File: config.mk
export PLATFORM = sky130hd
export DESIGN_NAME = scc_spi_control
export DESIGN_NICKNAME = d
export VERILOG_FILES = /design/src/scc_pkg.sv /design/src/scc_spi_control.sv
export SDC_FILE = /design/constraint.sdc
export NUM_CORES = 1
export LEC_CHECK = 0
export BUFFER_PORTS_ARGS = -buffer_cell sky130_fd_sc_hd__buf_2
export CAP_MARGIN = 20
export CORE_UTILIZATION = 40
export CTS_BUF_LIST = sky130_fd_sc_hd__clkbuf_8
export DETAILED_ROUTE_END_ITERATION = 7
export GPL_ROUTABILITY_DRIVEN = 0
export GPL_TIMING_DRIVEN = 0
export PLACE_DENSITY = 0.66
export SYNTH_ARGS = -nofsm -noshare
export SYNTH_HDL_FRONTEND = slang
export SYNTH_SLANG_ARGS = --single-unit
File: constraint.sdc
create_clock -name CLK_IN -period 3.19 [get_ports CLK_IN]
set_input_delay 0.1595 -clock CLK_IN [delete_from_list [all_inputs] [get_ports CLK_IN]]
set_output_delay 0.1595 -clock CLK_IN [all_outputs]
set_load 0.03 [all_outputs]
File: src/scc_pkg.sv
package scc_pkg;
  // Register byte addresses
  localparam logic [7:0] MAIN_CONTROL_ADDR   = 8'h00;
  localparam logic [7:0] OPTION_CONTROL_ADDR = 8'h04;
  localparam logic [7:0] STATUS_ADDR         = 8'h08;
  localparam logic [7:0] DATA_ADDR           = 8'h0c;
  // Main control field positions
  localparam int RX_IRQ_EN_BIT   = 7;
  localparam int ENABLE_BIT      = 6;
  localparam int TX_IRQ_EN_BIT   = 5;
  localparam int MASTER_BIT      = 4;
  localparam int POLARITY_BIT    = 3;
  localparam int PHASE_BIT       = 2;
  localparam int SEL_OUT_EN_BIT  = 1;
  localparam int LOW_FIRST_BIT   = 0;
  // Option control field positions
  localparam int FAULT_EN_BIT    = 4;
  localparam int WIRE_DRIVE_BIT  = 3;
  localparam int WAIT_STOP_BIT   = 1;
  localparam int SINGLE_WIRE_BIT = 0;
  localparam logic [7:0] OPTION_IMPL_MASK = 8'h1b;
  // Status field positions
  localparam int RX_FULL_BIT     = 7;
  localparam int FAULT_BIT       = 4;
  localparam int TX_EMPTY_BIT    = 5;
  // Reset values
  localparam logic [7:0] MAIN_RESET   = 8'h00;
  localparam logic [7:0] OPTION_RESET = 8'h00;
  // Bit clock divider: half period in system clocks
  localparam logic [7:0] HALF_BIT_CYCLES = 8'h04;
  localparam logic [3:0] BITS_PER_FRAME  = 4'h8;
endpackage : scc_pkg

File: src/scc_spi_control.sv
// How it works
// Receive or fault flag raises enabled interrupt
// Disable aborts transfer, clears buffers, flags; code keeps buffer contents and fault flag
// Transmit-empty flag raises enabled interrupt
// Role bit: zero slave, one master
// Polarity sets serial clock idle level
// Phase picks first edge mid or start
// Bit-order bit selects shift direction
// Master without fault enable frees select
// Master fault enable: fault input or select
// Slave: select pin is active-low input
// Drive enable steers shared pin direction
// Single-wire uses master or slave pin
// Wait-stop bit freezes clocks in wait
// Unused option bits read zero
// Software never disables with phase change
// Receive-full set at end, cleared read pair
// Transmit-empty set when buffer has room
// Control registers reset to zero
//
// Implementation choices: the register addresses and the APB interface to the registers.
`timescale 1ns/1ps
`default_nettype none
module scc_spi_control (
  // Clock, reset, enable, wait
  input  wire logic       CLK_IN,
  input  wire logic       RESET_IN,
  input  wire logic       CLK_EN_IN,
  input  wire logic       WAIT_MODE_IN,
  // APB slave
  input  wire logic       PSEL_IN,
  input  wire logic       PENABLE_IN,
  input  wire logic       PWRITE_IN,
  input  wire logic [7:0] PADDR_IN,
  input  wire logic [31:0] PWDATA_IN,
  output logic [31:0]     PRDATA_OUT,
  output logic            PREADY_OUT,
  output logic            PSLVERR_OUT,
  // Interrupt
  output logic            IRQ_OUT,
  // Serial clock pin
  input  wire logic       SCK_IN,
  output logic            SCK_OUT,
  output logic            SCK_OE_OUT,
  // Master-out pin, shared in master single-wire
  input  wire logic       MOSI_IN,
  output logic            MOSI_OUT,
  output logic            MOSI_OE_OUT,
  // Master-in pin, shared in slave single-wire
  input  wire logic       MISO_IN,
  output logic            MISO_OUT,
  output logic            MISO_OE_OUT,
  // Slave select pin
  input  wire logic       SEL_N_IN,
  output logic            SEL_N_OUT,
  output logic            SEL_OE_OUT
);
  import scc_pkg::*;

  typedef enum logic [1:0] {IDLE, SHIFT_LEAD, SHIFT_TRAIL} scc_state_type;

  logic [7:0] spi_main_control;
  logic [7:0] spi_option_control;
  logic       rx_full_flag;
  logic       tx_empty_flag;
  logic       fault_flag;
  logic       status_seen_rx;
  logic       status_seen_tx;
  logic [7:0] tx_buffer;
  logic [7:0] rx_buffer;
  logic [7:0] shifter;
  logic [3:0] bit_count;
  logic [7:0] div_count;
  logic       sample_bit;
  logic       sck_level;
  scc_state_type state;
  logic [2:0] sck_sync;
  logic [1:0] mosi_sync;
  logic [1:0] miso_sync;
  logic [2:0] sel_sync;

  // Control field decode
  wire rx_fault_irq_enable      = spi_main_control[RX_IRQ_EN_BIT];
  wire module_enable            = spi_main_control[ENABLE_BIT];
  wire tx_empty_irq_enable      = spi_main_control[TX_IRQ_EN_BIT];
  wire master_select            = spi_main_control[MASTER_BIT];
  wire clock_polarity           = spi_main_control[POLARITY_BIT];
  wire clock_phase              = spi_main_control[PHASE_BIT];
  wire select_output_enable     = spi_main_control[SEL_OUT_EN_BIT];
  wire low_bit_first            = spi_main_control[LOW_FIRST_BIT];
  wire fault_detect_enable      = spi_option_control[FAULT_EN_BIT];
  wire single_wire_drive_enable = spi_option_control[WIRE_DRIVE_BIT];
  wire wait_clock_stop          = spi_option_control[WAIT_STOP_BIT];
  wire single_wire_select       = spi_option_control[SINGLE_WIRE_BIT];

  // Frozen by the enable input or, when asked, by processor wait
  // wait clock stop
  wire run = CLK_EN_IN & ~(wait_clock_stop & WAIT_MODE_IN);

  // APB decode; zero wait states, so reads and writes land on access cycle
  wire access    = PSEL_IN & PENABLE_IN;
  wire wr        = access & PWRITE_IN;
  wire rd        = access & ~PWRITE_IN;
  wire hit_main  = PADDR_IN == MAIN_CONTROL_ADDR;
  wire hit_opt   = PADDR_IN == OPTION_CONTROL_ADDR;
  wire hit_stat  = PADDR_IN == STATUS_ADDR;
  wire hit_data  = PADDR_IN == DATA_ADDR;
  wire mapped    = hit_main | hit_opt | hit_stat | hit_data;
  wire wr_main   = wr & hit_main & run;
  wire wr_opt    = wr & hit_opt & run;
  wire rd_stat   = rd & hit_stat & run;
  wire rd_data   = rd & hit_data & run;
  // Data write only accepted after status was seen with room
  wire wr_data   = wr & hit_data & run & status_seen_tx & tx_empty_flag;
  wire [7:0] status_value = {rx_full_flag, 1'b0, tx_empty_flag, fault_flag, 4'h0};

  // Pin roles
  // slave select input
  wire sel_is_input  = ~master_select;
  // master frees select
  // fault or select out
  wire sel_is_fault  = master_select & fault_detect_enable & ~select_output_enable;
  wire sel_is_output = master_select & fault_detect_enable & select_output_enable;
  wire slave_chosen  = module_enable & sel_is_input & ~sel_sync[1];
  // shared data pin
  wire shared_mosi   = single_wire_select & master_select;
  wire shared_miso   = single_wire_select & ~master_select;
  // shared pin direction
  wire drive_data    = ~single_wire_select | single_wire_drive_enable;

  // Incoming serial bit from whichever pin faces this role
  wire in_bit = master_select ? (shared_mosi ? mosi_sync[1] : miso_sync[1])
                              : (shared_miso ? miso_sync[1] : mosi_sync[1]);
  // shift direction
  wire out_bit = low_bit_first ? shifter[0] : shifter[7];
  wire [7:0] shifted = low_bit_first ? {sample_bit, shifter[7:1]}
                                     : {shifter[6:0], sample_bit};
  // Same shift fed straight from the pin; phase one samples its last bit
  // on the closing edge, too late for the held sample to be ready
  wire [7:0] shifted_live = low_bit_first ? {in_bit, shifter[7:1]}
                                          : {shifter[6:0], in_bit};

  // Slave clock edges, polarity removed
  wire sck_rise = sck_sync[1] & ~sck_sync[2];
  wire sck_fall = ~sck_sync[1] & sck_sync[2];
  // polarity inverts
  wire lead_edge  = clock_polarity ? sck_fall : sck_rise;
  wire trail_edge = clock_polarity ? sck_rise : sck_fall;
  wire fault_now  = module_enable & sel_is_fault & ~sel_sync[1] & ~sel_sync[2];
  wire tick       = div_count == 8'h00;

  // Input synchronisers; first stage feeds only the second
  // The third stage of clock and select exists only for edge and
  // hold detection, so a pin edge costs about three system clocks
  always_ff @(posedge CLK_IN or posedge RESET_IN) begin
    if (RESET_IN) begin
      sck_sync  <= 3'h0;
      mosi_sync <= 2'h0;
      miso_sync <= 2'h0;
      sel_sync  <= 3'h7;
    end else if (run) begin
      sck_sync  <= {sck_sync[1:0], SCK_IN};
      mosi_sync <= {mosi_sync[0], MOSI_IN};
      miso_sync <= {miso_sync[0], MISO_IN};
      sel_sync  <= {sel_sync[1:0], SEL_N_IN};
    end
  end

  // Control registers
  // reset zero
  always_ff @(posedge CLK_IN or posedge RESET_IN) begin
    if (RESET_IN) begin
      spi_main_control   <= MAIN_RESET;
      spi_option_control <= OPTION_RESET;
    end else begin
      if (wr_main) begin
        spi_main_control <= PWDATA_IN[7:0];
      end
      // unused bits zero
      if (wr_opt) begin
        spi_option_control <= PWDATA_IN[7:0] & OPTION_IMPL_MASK;
      end
    end
  end

  // Status flags, transmit buffer and the shift engine
  always_ff @(posedge CLK_IN or posedge RESET_IN) begin
    if (RESET_IN) begin
      rx_full_flag   <= 1'b0;
      tx_empty_flag  <= 1'b1;
      fault_flag     <= 1'b0;
      status_seen_rx <= 1'b0;
      status_seen_tx <= 1'b0;
      tx_buffer      <= 8'h00;
      rx_buffer      <= 8'h00;
      shifter        <= 8'h00;
      bit_count      <= 4'h0;
      div_count      <= 8'h00;
      sample_bit     <= 1'b0;
      sck_level      <= 1'b0;
      state          <= IDLE;
    end else if (run) begin
      // Read of status arms the clearing sequences
      if (rd_stat) begin
        status_seen_rx <= rx_full_flag;
        status_seen_tx <= tx_empty_flag;
      end
      // read pair clears
      if (rd_data && status_seen_rx) begin
        rx_full_flag   <= 1'b0;
        status_seen_rx <= 1'b0;
      end
      if (wr_data) begin
        tx_buffer      <= PWDATA_IN[7:0];
        tx_empty_flag  <= 1'b0;
        status_seen_tx <= 1'b0;
      end
      // Fault stays until software sees it via status read
      if (rd_stat && fault_flag) begin
        fault_flag <= 1'b0;
      end
      if (fault_now) begin
        fault_flag <= 1'b1;
      end
      div_count <= tick ? HALF_BIT_CYCLES - 8'h01 : div_count - 8'h01;
      // Every bit is one leading and one trailing edge; the phase bit only
      // swaps which of the two samples the line and which moves data out
      unique case (state)
        IDLE: begin
          sck_level <= 1'b0;
          // load frees buffer
          // A master waits for queued data; a selected slave always shifts,
          // sending whatever the buffer holds, since its master owns timing
          if (!wr_data && (master_select ? !tx_empty_flag : slave_chosen)) begin
            shifter       <= tx_buffer;
            tx_empty_flag <= 1'b1;
            bit_count     <= 4'h0;
            div_count     <= HALF_BIT_CYCLES - 8'h01;
            state         <= SHIFT_LEAD;
          end
        end
        // Leading edge: phase zero samples, phase one moves next bit out
        SHIFT_LEAD: begin
          if (master_select ? tick : lead_edge) begin
            sck_level <= 1'b1;
            state     <= SHIFT_TRAIL;
            // phase picks edges
            if (!clock_phase) begin
              sample_bit <= in_bit;
            end else if (bit_count != 4'h0) begin
              // First bit already stands on the pin since the load
              shifter <= shifted;
            end
          end
        end
        // Trailing edge: phase zero moves the bit out, phase one samples
        SHIFT_TRAIL: begin
          if (master_select ? tick : trail_edge) begin
            sck_level <= 1'b0;
            state     <= SHIFT_LEAD;
            bit_count <= bit_count + 4'h1;
            if (!clock_phase) begin
              shifter <= shifted;
            end else begin
              sample_bit <= in_bit;
            end
            if (bit_count == BITS_PER_FRAME - 4'h1) begin
              // frame done sets
              rx_full_flag <= 1'b1;
              rx_buffer    <= clock_phase ? shifted_live : shifted;
              state        <= IDLE;
            end
          end
        end
        default: state <= IDLE;
      endcase
      // A mode fault ends any frame; the role bit is left for software,
      // so a master keeps driving its clock idle until it is reconfigured
      if (fault_now) begin
        state     <= IDLE;
        sck_level <= 1'b0;
      end
      // A slave frame ends when its master lets go of the select pin;
      // without this a short frame would leave the engine mid-byte
      if (!master_select && sel_sync[1]) begin
        state     <= IDLE;
        sck_level <= 1'b0;
      end
      // disable aborts frame, clears receive flag, sets transmit-empty
      if (!module_enable) begin
        state          <= IDLE;
        rx_full_flag   <= 1'b0;
        tx_empty_flag  <= 1'b1;
        status_seen_rx <= 1'b0;
        sck_level      <= 1'b0;
        bit_count      <= 4'h0;
      end
    end
  end

  // Register read mux; the data address shows the last received byte,
  // the transmit buffer cannot be read back
  wire [7:0] read_byte = hit_main ? spi_main_control
                       : hit_opt  ? spi_option_control
                       : hit_stat ? status_value
                       : hit_data ? rx_buffer : 8'h00;

  // Read data is captured in the setup cycle, so it stands through the
  // access cycle even though the flag clears land at the access edge
  always_ff @(posedge CLK_IN or posedge RESET_IN) begin
    if (RESET_IN) begin
      PRDATA_OUT <= 32'h0000_0000;
    end else if (PSEL_IN && !PENABLE_IN && !PWRITE_IN) begin
      PRDATA_OUT <= {24'h00_0000, read_byte};
    end
  end

  // Interrupt and APB answers
  // The slave never stalls, so a master sees no wait states at all
  assign PREADY_OUT  = 1'b1;
  assign PSLVERR_OUT = access & ~mapped;
  // receive irq
  // transmit irq
  assign IRQ_OUT = (rx_fault_irq_enable & (rx_full_flag | fault_flag))
                 | (tx_empty_irq_enable & tx_empty_flag);

  // Pin drivers; disabled module leaves all pins to the port logic
  // idle level
  assign SCK_OUT     = sck_level ^ clock_polarity;
  // master drives clock
  assign SCK_OE_OUT  = module_enable & master_select;
  assign MOSI_OUT    = out_bit;
  assign MOSI_OE_OUT = module_enable & master_select & drive_data;
  assign MISO_OUT    = out_bit;
  assign MISO_OE_OUT = module_enable & ~master_select & slave_chosen & drive_data;
  // Select output low while a master frame runs
  assign SEL_N_OUT   = state == IDLE;
  assign SEL_OE_OUT  = module_enable & sel_is_output;
endmodule : scc_spi_control
`default_nettype wire

==> run metrics, run 1 <==
buffers and inverters on the worst path 1; later-pin clock latency in the skew report 0.34 ns; Comb pwr share 34.1%; H-tree level count 3; area of the multi-input gates 1990 um2; Worst Path Arrival 3.11 ns; PnR Total Power 3.17 mW; Setup Skew 0.00526 ns; total track usage 19.3%; Ports 94; Yosys reg bits 75; largest net degree at the start of global routing 62; clk sinks 75; clk slew on worst S/H paths 0.08 ns; Num CTS Buffers 9; Cell Rows 36; First-pass DRT Iterations 5; reported max-cap violation count 0; P&R area growth vs syn 19.0%; Psw 1.16 mW; Final Hold Vio Count 0; Crit. End Element register; initial antenna violation count 0; area share of the largest cell type after synthesis 43.4%; critical path launch point type register; wire per inst 14.7 um; layout cells sized above 1 24.4%; Starting Density 41.5%; Slowest-stage cell, CP nor4_2; Sequential cell area 1880 um2; Clk pwr share 25.6%; DRC violations left 0; P_leak 2.37 nW; post-synthesis sequential area ratio 45.9%; status finished, final reports clean; CTS root buf clkbuf_8; Routed Antenna Nets 0; Fin Hold WS 0.0614 ns; CP cell instances nor4_1 > and3_1 > nor2_1 > nor4_2 > clkbuf_1 > nor2_1 > a21oi_1; Iteration-0 DRC Markers 246; ranking of synthesized cells by area dfrtp_1 43%, mux2_2 6.0%, nand2_1 5.9%; syn avg cell area 9.69 um2; CTS tree done; Inserted Diodes 0; Largest stage delay, worst path 0.73 ns; final design utilization 49.4%; Die Area 10700 um2; Top delay family on crit path simple AND/OR/NAND/NOR gates; synth unique cells 57; worst min path class primary input to register; Die Y 103 um; min Tclk post-route 2.84 ns; Pwr Density 651 nW/um2; Core Footprint 9860 um2; crit-path max FO 10; post-synthesis async set-or-reset flop share 100%; Reg power frac 40.3%; most frequent CP cell nor2_1; Data required, critical path 3.46 ns; # setup viols final 0; pre-CTS WS 0.416 ns; Switching Fraction 36.6%; layout net count 568; via/cell ratio 5.18; critical path class register to register; fin crit share 89.2%; grt ovf 0; yosys warns 0; P_int 2.01 mW; final instance area 4880 um2; cells after synthesis 423; clock buffer depth 2; top cell type by total area after synthesis dfrtp_1; global-route wire length before repair 15.5 mm; fin cells 645; Routed Wire Length 9.46 mm; ys flop type dfrtp_1; placed insts 624; number of enable flip-flop cells after synthesis 0; Fmax 0.352 GHz; worst vdd rail ir drop 0.237 mV; setup repair after global routing missed its margin no; post-CTS setup buffers 0; Area after DPL 4600 um2; fin. max-slew vios 0; placed wire-length estimate 6.97 mm; Post-Route Setup TNS 0 ns; fillcell total 918; actual slew at the worst max-slew pin 0.875 ns; vias in the first global route 3134; via count 3341; port bufs 44; Slew headroom 41.2%; Die X-Extent 103 um; final worst slack 0.345 ns; cell area after synthesis 4100 um2
## cells in the final DEF (no fill, tap or decap), types with 13 or more instances in the layout
cell / Yosys / final
mux2_2: 22 / 22
a21oi_1: 25 / 25
inv_1: 16 / 15
buf_4: 26 / 26
nor2_1: 42 / 42
dfrtp_1: 71 / 71
conb_1: 2 / 25
o21ai_0: 15 / 15
mux2i_1: 13 / 13
nand2_1: 64 / 64
buf_2: 1 / 45
## power groups by stage
| stage | logic (mW) | registers, mW | clock network, mW |
|---|---|---|---|
| global route | 1.22 | 1.30 | 0.867 |
| global placement | 1.04 | 1.28 | 0 |
| CTS | 1.09 | 1.27 | 0.830 |
| floorplan | 0.852 | 1.24 | 0 |
| finish | 1.08 | 1.28 | 0.812 |
| detailed placement | 1.07 | 1.29 | 0 |
## what timing repair did
action                                 in CTS  in global routing
resized for setup                           0                  0
hold buffers                                5                  0
endpoints found under the hold margin      18                  0
## flip-flops by register name (all words and copies together) (netlist names), 4 cells and up
register,count
rx_buffer,8
PRDATA_OUT,8
spi_main_control,8
shifter,8
tx_buffer,8
div_count,8
spi_option_control,4
bit_count,4
## kinds of logic (layout without fill, tap and decap cells)
logic type	after synthesis	in the layout	share of synthesized area, %
fa+ha+maj	10	10	3.05
flops	75	75	45.9
xor+xnor	8	8	1.71
compound gates	71	71	11.3
simple gates	155	155	17.9
buf+inv	57	123	7.63
mux	45	45	12.3
other cells	2	25	0.183
## final cells by class
cell class / instances / share of cell area, %
inverters: 16 / 1.28
multi-input cells: 314 / 40.8
repair buffers: 50 / 6.11
well taps: 133 / 3.41
plain buffers: 41 / 5.18
clock inverters: 6 / 1.80
flip-flops and latches: 75 / 38.6
clock buffers: 10 / 2.82
## path summary, 6_finish.rpt
check                                   from                   to  slack (ns)  depth (start not counted)
worst max-delay path            div_count[2]         rx_buffer[0]        0.35                          7
worst min-delay path            PWDATA_IN[2]  spi_main_control[2]        0.06                          2
worst max register to register  div_count[2]         rx_buffer[0]        0.35                          7
worst min register to register  miso_sync[0]         miso_sync[1]        0.47                          2
max in group asynchronous           RESET_IN          sel_sync[0]        2.31                          4
min in group asynchronous           RESET_IN        PRDATA_OUT[0]        0.28                          3
## synthesized netlist by cell type (5+ instances only)
cell,instances
a21oi_1,25
buf_4,26
clkbuf_1,12
dfrtp_1,71
ha_1,10
inv_1,16
mux2_1,8
mux2_2,22
mux2i_1,13
nand2_1,64
nand3_1,9
nor2_1,42
nor3_1,6
nor4_1,5
o21ai_0,15
## metal layers
| metal | share of wire, % | wire, um | up-vias | GRT usage (%) |
|---|---|---|---|---|
| met4 | 2.8 | 264 | 0 | 8.78 |
| met1 | 47 | 4420 | 1620 | 24.9 |
| met3 | 5.3 | 499 | 20 | 2.96 |
| met5 | 0 | 0 | - | 0 |
| met2 | 45 | 4270 | 109 | 32.0 |
| li1 | - | - | 1592 | - |
Power figures use the tool's default switching activity.
==> run 2: changes to the inputs <==
- REMOVE_ABC_BUFFERS: not set -> 1
==> run metrics, run 2 (synthesized netlist as in run 1, its figures left out) <==
Largest stage delay, worst path 0.60 ns (-0.13 ns); Fmax 0.385 GHz (+9.6%); global-route wire length before repair 14.7 mm (-4.8%); Hold Crit Start PWDATA_IN[6]; Die Y 103 um (unchanged); setup repair after global routing missed its margin no; P&R area growth vs syn 13.4%; Slowest-stage cell, CP nor4_2; critical path class register to register; port bufs 44 (unchanged); CTS root buf clkbuf_8; via/cell ratio 5.18 (about the same); clk sinks 75 (unchanged); fin crit share 81.4% (-7.8 points); Pwr Density 676 nW/um2 (+3.9%); wire per inst 15.0 um (+2.2%); H-tree level count 3 (unchanged); worst min path class primary input to register; Data required, critical path 3.45 ns (about the same); initial antenna violation count 0 (unchanged); pre-CTS WS 0.564 ns (+0.149 ns); Iteration-0 DRC Markers 210 (-15%); First-pass DRT Iterations 4 (-1); post-CTS setup buffers 0 (unchanged); placed wire-length estimate 6.52 mm (-6.4%); CTS tree done; Area after DPL 4370 um2 (-4.9%); Slew headroom 39.9% (-1.3 points); CP cell instances or3b_2 > o21ai_0 > o32ai_4 > nor4_2 > mux2_4 > o311ai_1; Worst Path Arrival 2.86 ns (-0.25 ns); worst vdd rail ir drop 0.240 mV (+1.1%); Final Hold Vio Count 0 (unchanged); R2R Path Start spi_main_control[6]; min Tclk post-route 2.60 ns (-0.248 ns); fin. max-slew vios 0 (unchanged); Inserted Diodes 0 (unchanged); actual slew at the worst max-slew pin 0.900 ns (+0.0248 ns); total track usage 18.4% (-0.86 points); Die Area 10700 um2 (unchanged); Num CTS Buffers 9 (unchanged); DRC violations left 0 (unchanged); layout cells sized above 1 21.1% (-3.3 points); # setup viols final 0 (unchanged); reported max-cap violation count 0 (unchanged); Worst Hold Path Cells 3 (+1); critical path launch point type register; Cell Rows 36 (unchanged); Routed Antenna Nets 0 (unchanged); R2R setup slack 0.59 ns (+0.25 ns); via count 3139 (-6.0%); Crit. End Element register; most common cell after layout, fill and taps aside dfrtp_1; commonest cells after routing, fill and taps aside 71 x dfrtp_1, 64 x nand2_1, 44 x buf_2; Worst setup startpoint spi_main_control[6]; Die X-Extent 103 um (unchanged); Core Footprint 9860 um2 (unchanged); RR Endpoint bit_count[2]; status finished, final reports clean; Worst Reg-to-Reg Cells 6 (-1); grt ovf 0 (unchanged); buffers and inverters on the worst path 0 (-1); Setup Skew 0.0149 ns (+0.00963 ns); Hold Path End spi_main_control[6]; final instance area 4650 um2 (-4.7%); Starting Density 41.5% (unchanged); crit-path max FO 12 (+2); Top delay family on crit path simple AND/OR/NAND/NOR gates; clk slew on worst S/H paths 0.08 ns (about the same); Routed Wire Length 9.08 mm (-4.0%); layout net count 529 (-6.9%); largest net degree at the start of global routing 61 (-1.6%); vias in the first global route 2916 (-7.0%); clock buffer depth 2 (unchanged); Ports 94 (unchanged); final worst slack 0.593 ns (+0.248 ns); P_leak 2.22 nW (-6.5%); later-pin clock latency in the skew report 0.36 ns (+0.02 ns)
[run 2: cell types whose count changed in the layout (fill, tap and decap cells not counted), moves of 2 or more]
| cell | delta |
|---|---|
| clkbuf_1 | -12 |
| clkinv_2 | -2 |
| buf_1 | -2 |
| buf_4 | -25 |
| inv_6 | +2 |
[run 2: layer usage]
metal | track usage, % | wire length (um) | share of wire [%]
met1 | 25.9 | 4280 | 47
met2 | 27.7 | 4100 | 45
met3 | 4.17 | 554 | 6.1
met4 | 6.93 | 146 | 1.6
met5 | 0 | 0 | 0
[run 2: worst max path at each step]
stage              endpoint  slack, ns  cells after the start
3_5_place_dp   tx_buffer[3]       0.56                      6
6_report       bit_count[2]       0.59                      6
5_1_grt        bit_count[2]       0.52                      6
3_3_place_gp     shifter[5]      -0.24                      6
2_1_floorplan    shifter[0]       0.56                      6
4_1_cts        bit_count[2]       0.61                      6
[run 2: layout make-up]
type / instances / area, um2
Tap cell: 133 / 166
Clock inverter: 7 / 97.6
Inverter: 16 / 62.6
Multi-Input combinational cell: 314 / 1990
Clock buffer: 9 / 124
Sequential cell: 75 / 1880
Fill cell: 941 / 5220
Timing Repair Buffer: 52 / 320
[run 2: worst min-delay path: cells and delay by family]
kind,cells,cell delay (ns)
compound gates,1,0.06
simple gates,1,0.05
buf+inv,1,0.08
[run 2: power breakdown]
part | switching, mW | internal (mW) | leakage [nW] | total, mW
registers | 0.163 | 1.11 | 0.946 | 1.28
logic | 0.624 | 0.410 | 1.16 | 1.03
clock network | 0.384 | 0.446 | 0.112 | 0.830
[run 2: repair_timing]
item,4_1_cts,5_1_grt
hold buffers,5,0
gates resized for setup,0,0
hold endpoints to repair,19,0
[run 2: per-stage QoR]
step	TNS (ns)	cells	power, mW	util [%]	hold WS (ns)
finish	0	606	3.14	47.1	0.0397
global route	0	606	3.36	47.1	0.0301
CTS	0	606	3.15	47.1	0.0319
detailed placement	0	585	2.32	44.3	0.113
global placement	-2.12	582	2.27	43.8	0.357
floorplan	0	405	2.05	-	0.243
